File: config.mk
export PLATFORM = sky130hd
export DESIGN_NAME = tc16_timer
export DESIGN_NICKNAME = d
export VERILOG_FILES = /design/src/hdl/tc16_pkg.sv /design/src/hdl/tc16_pin_sync.sv /design/src/hdl/tc16_timer.sv
export VERILOG_INCLUDE_DIRS = /design/src /design/src/hdl
export SDC_FILE = /design/constraint.sdc
export NUM_CORES = 1
export LEC_CHECK = 0
export CAP_MARGIN = 20
export CORE_ASPECT_RATIO = 1.25
export CORE_UTILIZATION = 45
export DETAILED_ROUTE_END_ITERATION = 7
export DONT_BUFFER_PORTS = 1
export PLACE_DENSITY_LB_ADDON = 0.12
export SKIP_CTS_REPAIR_TIMING = 1
export SLEW_MARGIN = 0
export SYNTH_ARGS = -nofsm -noshare
export SYNTH_HDL_FRONTEND = slang
export SYNTH_SLANG_ARGS = --single-unit
File: constraint.sdc
create_clock -name mclk -period 5 [get_ports mclk]
set_clock_uncertainty 0.15 [all_clocks]
set_input_delay 0 -clock mclk [delete_from_list [all_inputs] [get_ports mclk]]
set_output_delay 0 -clock mclk [all_outputs]
set_load 0.005 [all_outputs]
File: src/hdl/tc16_regs.svh
// register map, field positions and timing counts of the 16-bit timer
// assumes an 8-bit register port with byte-wide offsets
`ifndef TC16_REGS_SVH
`define TC16_REGS_SVH

// ----------------------------------------
// register offsets
// ----------------------------------------
`define TC16_OFS_COUNT_LOW 8'h00
`define TC16_OFS_COUNT_HIGH 8'h01
`define TC16_OFS_IRQ_FLAGS 8'h02
`define TC16_OFS_IRQ_ENABLES 8'h03
`define TC16_OFS_CONTROL 8'h10

// ----------------------------------------
// control register fields
// ----------------------------------------
`define TC16_BIT_RUN 0
`define TC16_BIT_CLK_SEL 1
`define TC16_BIT_SYNC_BYP 2
`define TC16_BIT_OSC_EN 3
`define TC16_PS_LO 4
`define TC16_PS_HI 5
`define TC16_CTRL_RESET 6'h00
`define TC16_CTRL_WMASK 8'h3f

// ----------------------------------------
// flag and enable registers, timing
// ----------------------------------------
`define TC16_BIT_OVF 0
`define TC16_COUNT_MAX 16'hffff
// the instruction cycle is four oscillator periods
`define TC16_INSTR_DIV 4

`endif

File: src/hdl/tc16_pkg.sv
// types shared by the 16-bit timer modules
// assumes tc16_regs.svh is on the include path
`default_nettype none

package tc16_pkg;
    // ----------------------------------------
    // operating modes
    // ----------------------------------------
    typedef enum logic [1:0] {
        TC16_TIMER,
        TC16_SYNC_CTR,
        TC16_ASYNC_CTR
    } tc16_mode_t;

    typedef logic [7:0] tc16_byte_t; // register port data
endpackage : tc16_pkg

`default_nettype wire

File: src/hdl/tc16_pin_sync.sv
// two-stage synchroniser with edge detection for the count pins
// assumes pins are asynchronous to mclk; srst is synchronous
`default_nettype none

module tc16_pin_sync #(
    parameter int W = 2
) (
    input wire logic mclk,
    input wire logic srst,
    input wire logic [W-1:0] async_in,
    output logic [W-1:0] level,
    output logic [W-1:0] rise,
    output logic [W-1:0] fall
);
    import tc16_pkg::*;

    // ----------------------------------------
    // synchroniser and edge state
    // ----------------------------------------
    logic [W-1:0] meta; // first stage, read by stage two only
    logic [W-1:0] stage2; // safe level
    logic [W-1:0] next_level;
    logic [W-1:0] next_rise;
    logic [W-1:0] next_fall;

    // edges compare the safe level with its delayed copy
    always_comb begin
        next_level = stage2;
        next_rise = stage2 & ~level;
        next_fall = ~stage2 & level;
    end

    // reset low, so a pin high at release shows one rising edge
    always_ff @(posedge mclk) begin
        if (srst) begin
            meta <= '0;
            stage2 <= '0;
            level <= '0;
            rise <= '0;
            fall <= '0;
        end else begin
            meta <= async_in;
            stage2 <= meta;
            level <= next_level;
            rise <= next_rise;
            fall <= next_fall;
        end
    end
endmodule : tc16_pin_sync

`default_nettype wire

File: src/hdl/tc16_timer.sv
// 16-bit timer/counter with prescaler, overflow flag and trigger reset
// assumes one mclk domain (the oscillator clock) and an 8-bit reg port
`include "tc16_regs.svh"
`default_nettype none

module tc16_timer (
    input wire logic mclk,
    input wire logic srst,
    input wire logic [7:0] reg_addr,
    input wire tc16_pkg::tc16_byte_t reg_wdata,
    input wire logic reg_wr,
    input wire logic reg_rd,
    output tc16_pkg::tc16_byte_t reg_rdata,
    input wire logic ext_count_input,
    input wire logic osc_input_pin,
    input wire logic [1:0] port_direction,
    input wire logic sleep_mode,
    input wire logic special_event_trig,
    output logic overflow_irq,
    output logic timebase_valid,
    output logic osc_power_on,
    output logic [1:0] pin_oe,
    output logic [1:0] pin_read
);
    import tc16_pkg::*;

    // ----------------------------------------
    // decode helpers
    // ----------------------------------------
    // low prescaler bits that must be all ones for a carry
    function automatic logic [2:0] ps_mask(input logic [1:0] ps);
        ps_mask = {ps == 2'b11, ps[1], ps != 2'b00};
    endfunction : ps_mask

    function automatic logic hit(input logic [7:0] a, input logic [7:0] o);
        hit = (a == o);
    endfunction : hit

    // ----------------------------------------
    // pin synchronisers: bit 0 ext pin, bit 1 osc pin
    // ----------------------------------------
    logic [1:0] pin_lvl; // synced levels
    logic [1:0] pin_rise; // one-cycle rising edges
    logic [1:0] pin_fall; // one-cycle falling edges

    tc16_pin_sync #(.W(2)) u_sync (
        .mclk(mclk),
        .srst(srst),
        .async_in({osc_input_pin, ext_count_input}),
        .level(pin_lvl),
        .rise(pin_rise),
        .fall(pin_fall)
    );

    // ----------------------------------------
    // state
    // ----------------------------------------
    logic [5:0] ctrl; // implemented control bits
    logic [15:0] count; // count pair
    logic ovf_flag; // sticky overflow flag
    logic ovf_en; // overflow interrupt enable
    logic armed; // falling edge seen since enable
    logic [1:0] div; // fosc/4 divider
    logic [2:0] pre; // prescaler counter
    logic [5:0] next_ctrl;
    logic [15:0] next_count;
    logic next_ovf_flag;
    logic next_ovf_en;
    logic next_armed;
    logic [1:0] next_div;
    logic [2:0] next_pre;
    logic [7:0] next_rdata;
    logic next_irq;
    logic next_tb;
    logic next_osc_pwr;
    logic [1:0] next_pin_oe;
    logic [1:0] next_pin_read;

    // ----------------------------------------
    // control field views and strobes
    // ----------------------------------------
    logic run; // timer on
    logic clk_sel; // 1 = pin source
    logic osc_en; // crystal oscillator on
    tc16_mode_t mode; // operating mode
    logic src_rise; // selected pin rising edge
    logic src_fall; // selected pin falling edge
    logic tick; // instruction cycle tick
    logic cnt_event; // clock into the prescaler
    logic carry; // prescaler output
    logic inc; // count increment
    logic wr_low; // write to low byte
    logic wr_high; // write to high byte
    logic wr_cnt; // write to either byte
    logic ovf; // wrap this cycle

    always_comb begin
        run = ctrl[`TC16_BIT_RUN];
        clk_sel = ctrl[`TC16_BIT_CLK_SEL];
        osc_en = ctrl[`TC16_BIT_OSC_EN];
        // bypass only matters with the pin source
        if (!clk_sel) begin
            mode = TC16_TIMER;
        end else if (ctrl[`TC16_BIT_SYNC_BYP]) begin
            mode = TC16_ASYNC_CTR;
        end else begin
            mode = TC16_SYNC_CTR;
        end
        // oscillator pin replaces the ext pin
        src_rise = osc_en ? pin_rise[1] : pin_rise[0];
        src_fall = osc_en ? pin_fall[1] : pin_fall[0];
        tick = (div == 2'(`TC16_INSTR_DIV - 1));
        wr_low = reg_wr && hit(reg_addr, `TC16_OFS_COUNT_LOW);
        wr_high = reg_wr && hit(reg_addr, `TC16_OFS_COUNT_HIGH);
        wr_cnt = wr_low || wr_high;
        // fosc stops in sleep, the pin does not
        if (clk_sel) begin
            cnt_event = run && armed && src_rise;
        end else begin
            cnt_event = run && tick && !sleep_mode;
        end
        // prescaler sits ahead of the synchroniser stage
        carry = cnt_event && ((pre & ps_mask(ctrl[`TC16_PS_HI:`TC16_PS_LO]))
            == ps_mask(ctrl[`TC16_PS_HI:`TC16_PS_LO]));
        // synchroniser is off in sleep; async mode keeps going
        inc = carry && !(mode == TC16_SYNC_CTR && sleep_mode);
        ovf = inc && (count == `TC16_COUNT_MAX) && !wr_cnt
            && !special_event_trig;
    end

    // ----------------------------------------
    // next-state of counting logic
    // ----------------------------------------
    always_comb begin
        next_div = div + 2'h1;
        if (tick) begin
            next_div = 2'h0;
        end
        // re-arm whenever counter mode is left
        next_armed = (run && clk_sel) ? (armed || src_fall) : 1'b0;
        if (wr_cnt) begin
            next_pre = 3'h0;
        end else if (cnt_event) begin
            next_pre = pre + 3'h1;
        end else begin
            next_pre = pre;
        end
        next_count = count;
        if (wr_cnt) begin
            // write wins over both trigger and increment
            if (wr_low) begin
                next_count[7:0] = reg_wdata;
            end else begin
                next_count[15:8] = reg_wdata;
            end
        end else if (special_event_trig) begin
            next_count = 16'h0000;
        end else if (inc) begin
            next_count = count + 16'h0001;
        end
    end

    // count pair has no reset at all
    always_ff @(posedge mclk) begin
        count <= next_count;
    end

    always_ff @(posedge mclk) begin
        if (srst) begin
            div <= 2'h0;
            armed <= 1'b0;
            pre <= 3'h0;
        end else begin
            div <= next_div;
            armed <= next_armed;
            pre <= next_pre;
        end
    end

    // ----------------------------------------
    // register file and outputs
    // ----------------------------------------
    always_comb begin
        next_ctrl = ctrl;
        next_ovf_en = ovf_en;
        if (reg_wr && hit(reg_addr, `TC16_OFS_CONTROL)) begin
            next_ctrl = 6'(reg_wdata & `TC16_CTRL_WMASK);
        end
        if (reg_wr && hit(reg_addr, `TC16_OFS_IRQ_ENABLES)) begin
            next_ovf_en = reg_wdata[`TC16_BIT_OVF];
        end
        // set beats a same-cycle software clear
        next_ovf_flag = ovf_flag;
        if (reg_wr && hit(reg_addr, `TC16_OFS_IRQ_FLAGS)) begin
            next_ovf_flag = reg_wdata[`TC16_BIT_OVF];
        end
        if (ovf) begin
            next_ovf_flag = 1'b1;
        end
        next_rdata = 8'h00;
        if (reg_rd) begin
            case (reg_addr)
                `TC16_OFS_COUNT_LOW: next_rdata = count[7:0];
                `TC16_OFS_COUNT_HIGH: next_rdata = count[15:8];
                `TC16_OFS_IRQ_FLAGS: next_rdata = {7'h00, ovf_flag};
                `TC16_OFS_IRQ_ENABLES: next_rdata = {7'h00, ovf_en};
                `TC16_OFS_CONTROL: next_rdata = {2'b00, ctrl};
                default: next_rdata = 8'h00;
            endcase
        end
        next_irq = ovf_flag && ovf_en;
        next_tb = (mode != TC16_ASYNC_CTR);
        next_osc_pwr = osc_en;
        // oscillator takes both pins as inputs
        next_pin_oe = osc_en ? 2'b00 : ~port_direction;
        next_pin_read = osc_en ? 2'b00 : pin_lvl;
    end

    // control clears on every srst pulse
    always_ff @(posedge mclk) begin
        if (srst) begin
            ctrl <= `TC16_CTRL_RESET;
            ovf_flag <= 1'b0;
            ovf_en <= 1'b0;
            reg_rdata <= 8'h00;
            overflow_irq <= 1'b0;
            timebase_valid <= 1'b1;
            osc_power_on <= 1'b0;
            pin_oe <= 2'b00;
            pin_read <= 2'b00;
        end else begin
            ctrl <= next_ctrl;
            ovf_flag <= next_ovf_flag;
            ovf_en <= next_ovf_en;
            reg_rdata <= next_rdata;
            overflow_irq <= next_irq;
            timebase_valid <= next_tb;
            osc_power_on <= next_osc_pwr;
            pin_oe <= next_pin_oe;
            pin_read <= next_pin_read;
        end
    end

    logic quiet; // no write and no trigger
    assign quiet = !wr_cnt && !special_event_trig;
endmodule : tc16_timer

`default_nettype wire

[After elaboration in Yosys (flattened, before gate mapping)]
Index checks and enable logic that the tools add are counted.
Storage, ports and cells
  register bits: 55
  input bits: 26
Cells by class
  add/sub/neg operators: 3
  eq/ne operators: 12
  mux-type cells: 13
  bitwise logic cells: 8
  reductions and logical operators: 34
Operator list (count)
  16-bit 2-to-1 mux: 3
  8-bit one-hot mux with 5 select lines: 1
  1-bit logical AND: 17
  16-bit by 1-bit adder with 16-bit output, second input constant: 1
  16-bit == test, second input constant: 1
  8-bit by 2-bit == test with 1-bit output, second input constant: 2
  8-bit 2-to-1 mux: 2
  2-bit OR reduction: 5
  8-bit by 1-bit == test with 1-bit output, second input constant: 1
  8-bit by 5-bit == test with 1-bit output, second input constant: 1
  8-bit zero test: 1
  2-bit inequality test, second input constant: 3
  2-bit inverter: 3
  1-bit 2-to-1 mux: 5
  2-bit bitwise AND: 2
  2-bit == test, second input constant: 2
  1-bit zero test: 4
  2-bit 2-to-1 mux: 2
  2-bit AND reduction: 2
  2-bit nonzero test: 2
  3-bit by 1-bit adder with 3-bit output, second input constant: 1
  3-bit bitwise AND: 1
  3-bit == test: 1
  3-bit nonzero test: 1
  4 further kinds: 6

[Longest topological paths before layout]
Gate-level depths: netlist of the first run.
  depth in word-level cells: 10
  gate-level depth with buffers: 7

[Hierarchy]
A second synthesis of the first run with hierarchy kept.
Second synthesis, totals
  cells, all modules: 237
  area, all modules: 2498.6 sq um
Modules (own cells, without submodules)
  tc16_timer: times used 1, cells an instance 216, area an instance 2199.6 sq um, seq. area each 1061.0 sq um
  tc16_pin_sync: times used 1, cells an instance 21, area an instance 299.0 sq um, seq. area each 200.2 sq um

[Least setup slack after synthesis of the first run]
Ideal clock, no wire load.
  kind: register to register
  from: register ctrl[3]
  to: register count[0] (enable)
  setup time: 0.375 ns
  arrival: 1.522 ns
  required time: 4.475 ns
  path slack: 2.953 ns
  cell stages (with the launch flop): 7
  period minus slack after synthesis: 2.047 ns
  cells stage by stage: dfxtp_1 buf_2 mux2i_1 o21ai_1 and3_1 nor2_1 a21oi_1
On the way
  cells in the longest elaborated chain, start to end: 7
RTL lines
  start: declaration: RTL line tc16_timer.sv:58  | logic [5:0] ctrl;
  start signal: assignment: RTL line tc16_timer.sv:222  | ctrl <= `TC16_CTRL_RESET;
  start signal: assignment: RTL line tc16_timer.sv:232  | ctrl <= next_ctrl;
  1-bit 2-to-1 mux: RTL line tc16_timer.sv:110  | src_rise = osc_en ? pin_rise[1] : pin_rise[0];
  1-bit logical AND: RTL line tc16_timer.sv:118  | cnt_event = run && armed && src_rise;
  1-bit 2-to-1 mux: RTL line tc16_timer.sv:117  | if (clk_sel) begin
  1-bit logical AND: RTL line tc16_timer.sv:123  | carry = cnt_event && ((pre & ps_mask(ctrl[`TC16_PS_HI:`TC16_PS_LO]))
  1-bit logical AND: RTL line tc16_timer.sv:126  | inc = carry && !(mode == TC16_SYNC_CTR && sleep_mode);
  3-bit nonzero test (no line)
  2-bit AND reduction (no line)
  end signal: assignment: RTL line tc16_timer.sv:165  | count <= next_count;
  end: declaration: RTL line tc16_timer.sv:59  | logic [15:0] count;
No other way between the ends.
A chain may end at the register's enable or synchronous reset.

[Final worst setup path of the first run]
  from: input port reg_addr[6]
  to: register count[1] (enable)
On the way
  cells in the longest elaborated chain, start to end: 5
  elaborated cells on any way between the ends: 8
RTL lines
  start: declaration: RTL line tc16_timer.sv:9  | input wire logic [7:0] reg_addr,
  8-bit by 1-bit == test with 1-bit output / 8-bit zero test (equally long branches): RTL line tc16_timer.sv:36  | hit = (a == o);
  1-bit logical AND (on tied branches): RTL line tc16_timer.sv:114, tc16_timer.sv:113
  1-bit logical OR: RTL line tc16_timer.sv:115  | wr_cnt = wr_low || wr_high;
  2-bit inequality test (no line) / 3-bit nonzero test (equally long branches)
  2-bit AND reduction (no line) (*)
Mark *: on every way between the ends. The rest lies on a longest branch, timed or not.

==> impl_results.md, run 1 <==
* Status: finished with violations
* Failing checks: hold timing
* Layout cells sized above 1 at 0.1000
* Period Utilization, post-route at 0.5989
* Maxcap violations at 0
* Syn Nets at 268
* Max frequency at 333.9 MHz
* Die H at 85.21 um
* Fin crit period at 2.995 ns
* Worst path arrival time at 2.79 ns
* Sequential element share of the synthesized area at 0.5060
* Clk sinks at 55
* First-pass GRT wire length at 8.493 mm
* Average wire per cell in the routed design at 16.99 um
* Most frequent cells in the layout: dfxtp_1 (39), dlygate4sd3_1 (32), nor2_1 (23)
* Worst-Margin Slew at 0.7862 ns
* Crit start category: input port
* Placer Congestion at 0.8774
* Antenna violations before repair at 0
* Post-synthesis cell type count at 42
* VDD IR max at 213.7 uV
* DRT Pass-1 Iters at 4
* Setup slack after layout at 2.005 ns
* DRT antenna net count at 0
* Required @ worst endpoint at 4.79 ns
* TritonCTS clock tree: done
* Synth Register Bits at 55
* N_diodes at 0
* Port Buffers at 0
* FP Rows at 29
* CP Max Fanout at 16
* Initial Util at 0.4803
* Syn avg cell area at 10.43 um^2
* Largest net degree at the start of global routing at 32
* Die ar. at 0.005842 mm^2
* GRT Total Usage at 0.2029
* Yosys top cell area share at 0.3133
* Total grt overflow at 0
* Critical path class: input port to flip-flop
* Hold crit path type: input port to flip-flop
* Vias per inst at 5.602
* Clock buffer depth at 2
* RSZ-0062 raised after global routing: no
* Routed wire length at 5.640 mm
* Max_slew headroom at 0.4759
* H-tree depth at 2
* Nets@finish at 298
* Setup_tns at 0 ns
* CP Capture Type: flip-flop
* Pleak at 1.098 nW
* Hold Fails Final Rpt at 16
* Yosys top cell by area: dfxtp_1
* Vias after detailed routing at 1,860
* Clk pin slew, worst setup/hold paths at 0.10 ns
* DRC at 0
* WHS at -0.04753 ns
* # IOs at 41
* Dpl ws at 2.310 ns
* Mapped Area at 0.002492 mm^2
* P&R area growth vs syn at 19.43%
* Synth top area cells: dfxtp_1 (31%), edfxtp_1 (19%), mux2i_1 (4.0%)
* Clock latency on the worst-skew pair at 0.31 ns
* Finish-stage setup viols at 0
* P per Cell Area at 295.6 mW/mm^2
* DIE WIDTH at 68.57 um
* Pins over their slew limit at 0
* Starting DRT DRC Count at 151
* Detailed-placement wirelength estimate at 3.868 mm
* Yosys warning count at 0
* Commonest non-fill, non-tap cell in the layout: dfxtp_1
* CTS Root Cell: clkbuf_8
* CTS buffer count at 5
* Synth Instances at 239
* Number of global-route vias before repair at 1,704
* Core ar. at 0.005189 mm^2
## registers in the layout (all words and copies together), names as in the netlist
| name | cells |
|---|---|
| ovf_flag | 1 |
| timebase_valid | 1 |
| u_sync.meta | 2 |
| u_sync.rise | 2 |
| u_sync.level | 2 |
| u_sync.next_level | 2 |
| reg_rdata | 8 |
| div | 2 |
| pin_read | 2 |
| count | 16 |
| ctrl | 6 |
| overflow_irq | 1 |
| pre | 3 |
| ovf_en | 1 |
| u_sync.fall | 2 |
| pin_oe | 2 |
| osc_power_on | 1 |
| armed | 1 |
## synthesized netlist by cell type (all sizes together)
library cell	instances
nor4bb	1
ha	3
nor3b	5
a32oi	1
nor2	23
nor2b	13
a21oi	3
buf	7
dfxtp	39
nand3	9
a22o	1
a211oi	1
nand4	7
nand2	19
or2	1
xor2	8
and3b	1
clkbuf	3
a22oi	7
and2	1
nor3	8
mux2	6
inv	4
and3	6
nand3b	1
nand4b	1
edfxtp	16
and4	2
o221ai	1
nor4b	3
mux2i	10
o21ai	19
nand4bb	1
xnor2	8
## where the power goes
group          internal, W  leakage (nW)  switching, W
Clock             0.000180        0.0669      0.000148
Combinational    0.0000318         0.551     0.0000295
Sequential        0.000475         0.480     0.0000151
Total             0.000687          1.10      0.000193
## per-stage QoR
| stage | hold slack (ns) | util | total power [W] | cell area (um^2) | instances |
|---|---|---|---|---|---|
| after floorplan | -0.07321 | - | 0.0005334 | 2492 | 239 |
| after global placement | -0.07448 | 0.4830 | 0.0005390 | 2506 | 291 |
| after detailed placement | -0.07434 | 0.4830 | 0.0005389 | 2506 | 291 |
| after CTS | -0.4152 | 0.5081 | 0.0008638 | 2636 | 299 |
| after global routing | -0.0004310 | 0.5737 | 0.0009086 | 2977 | 332 |
| final | -0.04753 | 0.5737 | 0.0008798 | 2977 | 332 |
## metal layers
layer / vias up / track usage / routed length (um)
li1: 916 / - / -
met1: 900 / 0.2541 / 2451
met2: 34 / 0.3253 / 2860
met3: 10 / 0.05242 / 185
met4: 0 / 0.08144 / 142
met5: - / 0 / 0
## area by class of cell
cell class	count	area, um^2
Fill cell	459	2212
Sequential cell	55	1261
Multi-Input combinational cell	170	1152
Timing Repair Buffer	33	340.3
Clock buffer	6	93.84
Tap cell	62	77.57
Clock inverter	2	36.28
Inverter	4	15.01
## worst max-delay path, stage by stage
cell	delay (ns)
dlygate4sd3_1	0.60
nor4b_2	0.33
and3_1	0.41
or2_1	0.65
nor2_1	0.14
a21oi_1	0.65
## kinds of logic (layout without fill, tap and decap cells)
group                      after synthesis  count (layout)  synth area share
and+or+nand+nor                        102             102            0.2299
DFF                                     55              55            0.5060
AOI/OAI and AO/OA                       33              33           0.09387
xor gates and xnor gates                16              16           0.05623
muxes                                   16              16           0.06727
buffers and inverters                   14              45           0.03162
adders and majority gates                3               3           0.01506
## path summary, 6_finish.rpt
check / cells past startpoint / to / slack, ns / start
setup reg to reg: 7 / ovf_flag / 2.35 / count[0]
setup / recovery: 6 / count[1] / 2.01 / reg_addr[6]
hold reg to reg: 1 / u_sync.fall[0] / 0.26 / u_sync.next_level[0]
hold / removal: 3 / reg_rdata[7] / -0.05 / reg_addr[4]
Power figures use the tool's default switching activity.
==> run 2, diff against run 1 <==
--- a/config.mk
+++ b/config.mk
@@ -6,6 +6,7 @@
 export SDC_FILE = /design/constraint.sdc
 export NUM_CORES = 1
 export LEC_CHECK = 0
+export ABC_AREA = 1
 export CAP_MARGIN = 20
 export CORE_ASPECT_RATIO = 1.25
 export CORE_UTILIZATION = 45
==> constraint.sdc (replaced) <==
create_clock -name mclk -period 2.79 [get_ports mclk]
set_clock_uncertainty 0.15 [all_clocks]
set_input_delay 0 -clock mclk [delete_from_list [all_inputs] [get_ports mclk]]
set_output_delay 0 -clock mclk [all_outputs]
set_load 0.005 [all_outputs]
==> run 2 against run 1 <==
  * Power rose by 59%
  * Critical path type is now flip-flop to flip-flop
  * Utilization fell by 3.6 points
  * The run still ends with hold timing left
  * Register-to-register slack got worse by 1.8 ns
  * Hold slack improved by 0.034 ns
  * Count of clock-buffer cells in the layout did not move
  * Sequential cell count did not move
  * Synthesized area rose by 4.7%
  * Largest power group unchanged
  * Non-clock buffer count fell by 10
==> impl_results.md, run 2 <==
* Clk pin slew, worst setup/hold paths at 0.09 ns (about the same)
* DRT Pass-1 Iters at 4 (unchanged)
* H-tree depth at 2 (unchanged)
* Number of flops mapped to enable cells by yosys at 16 (unchanged)
* # IOs at 41 (unchanged)
* CTS buffer count at 5 (unchanged)
* CP Max Fanout at 4 (-12)
* Most flop-heavy register: count
* Die ar. at 0.006107 mm^2 (+4.5%)
* Routed wire length at 6.110 mm (+8.3%)
* Clock buffer depth at 2 (unchanged)
* Yosys top cell area share at 0.2993 (-0.01397)
* Syn Nets at 365 (+36%)
* Met3 usage at 0.05440 (+0.001979)
* Finish-stage setup viols at 0 (unchanged)
* Buffers & Inverters on Critical Path at 1 (unchanged)
* Total grt overflow at 0 (unchanged)
* Crit-path slowest cell: dlygate4sd3_1
* Failing checks: hold timing
* Worst path arrival time at 2.35 ns (-0.44 ns)
* CP Capture Type: flip-flop
* Port Buffers at 0 (unchanged)
* Status: finished with violations
* Multi-input gate area at 0.001125 mm^2 (-2.4%)
* Fin crit period at 2.253 ns
* Primary FF master, synth: dfxtp_1
* Antenna violations before repair at 0 (unchanged)
* Asr flop ratio synth at 0 (unchanged)
* Reg power frac at 0.624 (+0.067)
* Hold crit path type: input port to flip-flop
* Core ar. at 0.005518 mm^2 (+6.3%)
* Required @ worst endpoint at 2.88 ns (-1.91 ns)
* Critical Path Max Stage Delay at 0.56 ns (-0.09 ns)
* Worst reg2reg setup slack at 0.54 ns (-1.81 ns)
* N_diodes at 0 (unchanged)
* Switching fraction of total power at 0.2353 (+0.01600)
* Most used cell, CP: nand2_1
* GR Util met2 at 0.3531 (+0.02783)
* Yosys warning count at 0 (unchanged)
* Initial Util at 0.4728 (-0.007558)
* WHS at -0.01372 ns (+0.03381 ns)
* CP Cell Sequence: ha_1, nand2_1, nor2_1, nand4_1, nor3_1, nand2_1, a21oi_1, dlygate4sd3_1
* Synth Instances at 336 (+41%)
* Register Area at 0.001261 mm^2 (unchanged)
* Vias after detailed routing at 2,237 (+20%)
* Placer Congestion at 0.8528 (-2.8%)
* Post-synthesis cell type count at 36 (-14%)
* Clock latency on the worst-skew pair at 0.30 ns (about the same)
* Dpl cell area at 0.002673 mm^2 (+6.6%)
* Clock power share at 0.294 (-0.079)
* TritonCTS clock tree: done
* Crit start category: flip-flop
* Sequential element share of the synthesized area at 0.4835 (-0.02257)
* Combinational Power Share at 0.082 (+0.012)
* Most frequent cells in the layout: nand2_1 (81), inv_1 (46), dfxtp_1 (39)
* Hold Fails Final Rpt at 4 (-12)
* Setup_tns at 0 ns (unchanged)
* GRT met1 Usage at 0.2294 (-0.02470)
* Nets@finish at 391 (+31%)
* Top cells by instance count after synthesis: nand2_1 (81), inv_1 (46), dfxtp_1 (39), nor2_1 (32), nand3_1 (20)
* FP Rows at 30 (+3.4%)
* RSZ-0062 raised after global routing: no
* Gr busiest metal: met2
* Largest regs: count (16), reg_rdata (8), ctrl (6)
* Sw Pwr at 0.0003287 W (+70%)
* Most common cell in the synthesized netlist: nand2_1
* Synth Register Bits at 55 (unchanged)
* Average wire per cell in the routed design at 14.34 um (-16%)
* Maxcap violations at 0 (unchanged)
* P&R area growth vs syn at 13.72%
* Finished Cell Area at 0.002967 mm^2 (-0.34%)
* Critical path class: flip-flop to flip-flop
* DRC at 0 (unchanged)
* DIE WIDTH at 70.10 um (+2.2%)
* P per Cell Area at 471.0 mW/mm^2 (+59%)
* Max frequency at 443.9 MHz
* Die H at 87.13 um (+2.3%)
* Layout cells sized above 1 at 0.09116 (-0.008840)
* Number of flip-flops in the largest register at 16 (unchanged)
* First-pass GRT wire length at 9.666 mm (+14%)
* DRT antenna net count at 0 (unchanged)
* Clk sinks at 55 (unchanged)
* Commonest non-fill, non-tap cell in the layout: nand2_1
* Syn avg cell area at 7.764 um^2 (-26%)
* Final Power at 0.001397 W (+59%)
* CTS Root Cell: clkbuf_8
* Pins over their slew limit at 0 (unchanged)
* Vias per inst at 5.251 (-6.3%)
* Synth top area cells: dfxtp_1 (30%), edfxtp_1 (18%), nand2_1 (12%)
* Max_slew headroom at 0.6146 (+0.1387)
* Pleak at 1.275 nW (+16%)
* Number of global-route vias before repair at 2,129 (+25%)
* Yosys top cell by area: dfxtp_1
* GRT Total Usage at 0.2057 (+0.002846)
* # fillers at 538 (+17%)
* Worst-Margin Slew at 0.5762 ns (-0.2100 ns)
* P_int at 0.001069 W (+56%)
* Starting DRT DRC Count at 159 (+5.3%)
* Mapped Area at 0.002609 mm^2 (+4.7%)
* Critical path's top delay family: simple AND/OR/NAND/NOR gates
* Largest net degree at the start of global routing at 18 (-44%)
* Period Utilization, post-route at 0.8075
* VDD IR max at 374.4 uV (+75%)
* Detailed-placement wirelength estimate at 4.656 mm (+20%)
[run 2: cell count changes in the layout (fill, tap and decap cells not counted), moves of 10 or more]
cell           previous run  this run
nand2_1                  19        81
inv_1                     4        46
nor2b_1                  13         0
dlygate4sd3_1            32        21
nand3_1                   9        20
mux2i_1                  10         0
o21ai_0                   8        18
[run 2: layer usage]
metal	vias up	part of all wire
met4	0	0.038
met3	18	0.052
met5	-	0
met2	69	0.51
li1	1137	-
met1	1013	0.40
[run 2: logic make-up (layout without fill, tap and decap cells)]
family,after synthesis,in the layout,synth area share
AOI/OAI and AO/OA,49,49,0.1103
DFF,55,55,0.4835
xor gates and xnor gates,2,2,0.006716
buffers and inverters,57,83,0.08537
and+or+nand+nor,170,170,0.2998
adders and majority gates,3,3,0.01439
[run 2: final cells by class]
type | instances | area share
flip-flops and latches | 55 | 0.4251
multi-input cells | 224 | 0.3792
repair buffers | 23 | 0.07507
inverters | 53 | 0.06706
well taps | 64 | 0.02699
clock buffers | 6 | 0.02446
clock inverters | 1 | 0.002109
[run 2: worst min-delay path: stages]
cell and delay, ns:
inv_1 0.06, nand2_2 0.13, o22ai_1 0.08
[run 2: through the flow]
stage | worst slack (ns) | utilization | std cells
4_1_cts | 0.6941 | 0.4986 | 404
3_3_place_gp | 0.8050 | 0.4844 | 397
3_5_place_dp | 0.7161 | 0.4844 | 397
2_1_floorplan | 1.073 | - | 336
5_1_grt | 0.3660 | 0.5376 | 426
6_report | 0.5372 | 0.5376 | 426
[run 2: worst paths after layout]
kind,endpoint,start,depth (start not counted)
max reg2reg,ovf_flag,count[0],8
max,ovf_flag,count[0],8
min reg2reg,u_sync.next_level[1],u_sync.meta[1],2
min,count[0],special_event_trig,3
[run 2: power by group through the flow]
stage | Sequential [W] | Combinational (W) | Clock (W)
floorplan | 0.000884 | 0.0000747 | 0
global placement | 0.000891 | 0.0000877 | 0
detailed placement | 0.000891 | 0.0000889 | 0
CTS | 0.000873 | 0.0000891 | 0.000425
global route | 0.000876 | 0.000128 | 0.000458
finish | 0.000872 | 0.000114 | 0.000411
==> run 3, diff against run 2 <==
==> constraint.sdc (replaced) <==
create_clock -name mclk -period 2.3 [get_ports mclk]
set_clock_uncertainty 0.15 [all_clocks]
set_input_delay 0 -clock mclk [delete_from_list [all_inputs] [get_ports mclk]]
set_output_delay 0 -clock mclk [all_outputs]
set_load 0.005 [all_outputs]
==> run 3 against run 2 <==
  * The flow still finishes with violations (hold timing)
  * Non-clock buffer count up 3
  * Cell area up 3.0%
  * Power up 38%
  * Cell count up 0.94%
  * Sequential share of layout area down 1.2 points
  * Global-route usage up 1.0 points
  * Combinational power up 25%
  * Highest routed layer unchanged
  * Utilization up 1.6 points
  * Largest cell class unchanged
  * Count of clock-buffer cells in the layout unchanged
  * Critical path depth down 1
  * Hold slack worse by 0.070 ns
  * First-iteration DRC count down 26%
==> impl_results.md, run 3 (same netlist as run 2, synthesis figures left out) <==
* Status: finished with violations
* Failing checks: hold timing
* Fin crit period at 2.080 ns
* RSZ-0062 raised after global routing: no
* CTS buffer count at 5 (unchanged)
* Max frequency at 480.8 MHz
* Worst-Margin Slew at 0.5861 ns (+0.009960 ns)
* DIE WIDTH at 70.10 um (unchanged)
* CP Capture Type: flip-flop
* Layout cells sized above 1 at 0.09563 (+0.004468)
* Die H at 87.13 um (unchanged)
* Finished Cell Area at 0.003055 mm^2 (+3.0%)
* Met3 usage at 0.04745 (-0.006944)
* Placer Congestion at 0.8714 (+2.2%)
* Gr busiest metal: met2
* Max_slew headroom at 0.6080 (-0.006662)
* Routed wire length at 6.334 mm (+3.7%)
* DRC at 0 (unchanged)
* GRT Total Usage at 0.2157 (+0.01001)
* N_diodes at 0 (unchanged)
* P&R area growth vs syn at 17.12%
* Core ar. at 0.005518 mm^2 (unchanged)
* Total grt overflow at 0 (unchanged)
* Commonest non-fill, non-tap cell in the layout: nand2_1
* Clk sinks at 55 (unchanged)
* Register Area at 0.001261 mm^2 (unchanged)
* Multi-input gate area at 0.001125 mm^2 (unchanged)
* WHS at -0.08348 ns (-0.06975 ns)
* Detailed-placement wirelength estimate at 4.740 mm (+1.8%)
* Clock buffer depth at 2 (unchanged)
* TritonCTS clock tree: done
* Finish-stage setup viols at 0 (unchanged)
* Hold crit path type: input port to flip-flop
* First-pass GRT wire length at 10.15 mm (+5.0%)
* Vias per inst at 5.328 (+1.5%)
* Most frequent cells in the layout: nand2_1 (81), inv_1 (46), dfxtp_1 (39)
* GR Util met2 at 0.3654 (+0.01224)
* Hold_sp: sleep_mode
* Largest net degree at the start of global routing at 19 (+1)
* Clk pin slew, worst setup/hold paths at 0.11 ns (+0.02 ns)
* Critical path class: input port to flip-flop
* Maxcap violations at 0 (unchanged)
* CP Max Fanout at 4 (unchanged)
* # fillers at 536 (-0.37%)
* P per Cell Area at 630.8 mW/mm^2 (+34%)
* Crit start category: input port
* GRT met1 Usage at 0.2544 (+0.02500)
* Nets@finish at 394 (+0.77%)
* Largest regs: count (16), reg_rdata (8), ctrl (6)
* Initial Util at 0.4728 (unchanged)
* DRT Pass-1 Iters at 4 (unchanged)
* Antenna violations before repair at 0 (unchanged)
* Clock latency on the worst-skew pair at 0.31 ns (about the same)
* FP Rows at 30 (unchanged)
* Most flop-heavy register: count
* Vias after detailed routing at 2,291 (+2.4%)
* Worst Setup SP: reg_wdata[0]
* Average wire per cell in the routed design at 14.73 um (+2.7%)
* VDD IR max at 463.5 uV (+24%)
* Worst r2r src: ctrl[1]
* Dpl cells at 398 (+0.25%)
* Number of global-route vias before repair at 2,176 (+2.2%)
* Pleak at 1.312 nW (+2.9%)
* Pins over their slew limit at 0 (unchanged)
* DRT antenna net count at 0 (unchanged)
* CTS Root Cell: clkbuf_8
* Starting DRT DRC Count at 118 (-26%)
* Period Utilization, post-route at 0.9044
* Worst path arrival time at 2.11 ns (-0.24 ns)
* Non-Filler Instances at 430 (+0.94%)
* # IOs at 41 (unchanged)
* Setup_tns at 0 ns (unchanged)
* Required @ worst endpoint at 2.33 ns (-0.55 ns)
* Dpl cell area at 0.002680 mm^2 (+0.28%)
* Hold Fails Final Rpt at 6 (+2)
* H-tree depth at 2 (unchanged)
* Number of flip-flops in the largest register at 16 (unchanged)
* Die ar. at 0.006107 mm^2 (unchanged)
* Port Buffers at 0 (unchanged)
run 3: worst max-delay path: stages:
cell and delay, ns:
dlygate4sd3_1 0.56, inv_1 0.19, nand3_1 0.10, dlygate4sd3_1 0.56, nand2_1 0.07, dlygate4sd3_1 0.56, a21oi_1 0.06
run 3: routing by layer:
layer | vias to the layer above | part of all wire
li1 | 1147 | -
met1 | 1054 | 0.41
met2 | 72 | 0.51
met3 | 18 | 0.052
met4 | 0 | 0.033
met5 | - | 0
run 3: report_power, final:
group,leakage [nW],total (W),internal [W],switching [W]
sequential,0.480,0.00106,0.00103,0.0000262
clock,0.0685,0.000727,0.000398,0.000328
combinational,0.764,0.000143,0.0000559,0.0000867
run 3: area by class of cell:
| cell class | count | share of cell area |
|---|---|---|
| flip-flops and latches | 55 | 0.4128 |
| multi-input cells | 224 | 0.3681 |
| repair buffers | 26 | 0.08354 |
| inverters | 53 | 0.06511 |
| clock buffers | 6 | 0.03071 |
| well taps | 64 | 0.02621 |
| clock inverters | 2 | 0.01351 |
run 3: path summary, 6_finish.rpt:
check	slack, ns	to	cells past startpoint
max reg2reg	0.45	count[4]	9
min reg2reg	0.26	u_sync.next_level[1]	2
max	0.22	ovf_flag	7
min	-0.08	pre[1]	5
run 3: through the flow:
step,total power (W),util,setup WS (ns)
3_3_place_gp,0.001189,0.4857,0.4815
3_5_place_dp,0.001190,0.4857,0.4788
5_1_grt,0.002001,0.5537,0.1753
4_1_cts,0.001910,0.5102,0.4623
6_report,0.001927,0.5537,0.2200
2_1_floorplan,0.001163,-,0.5830
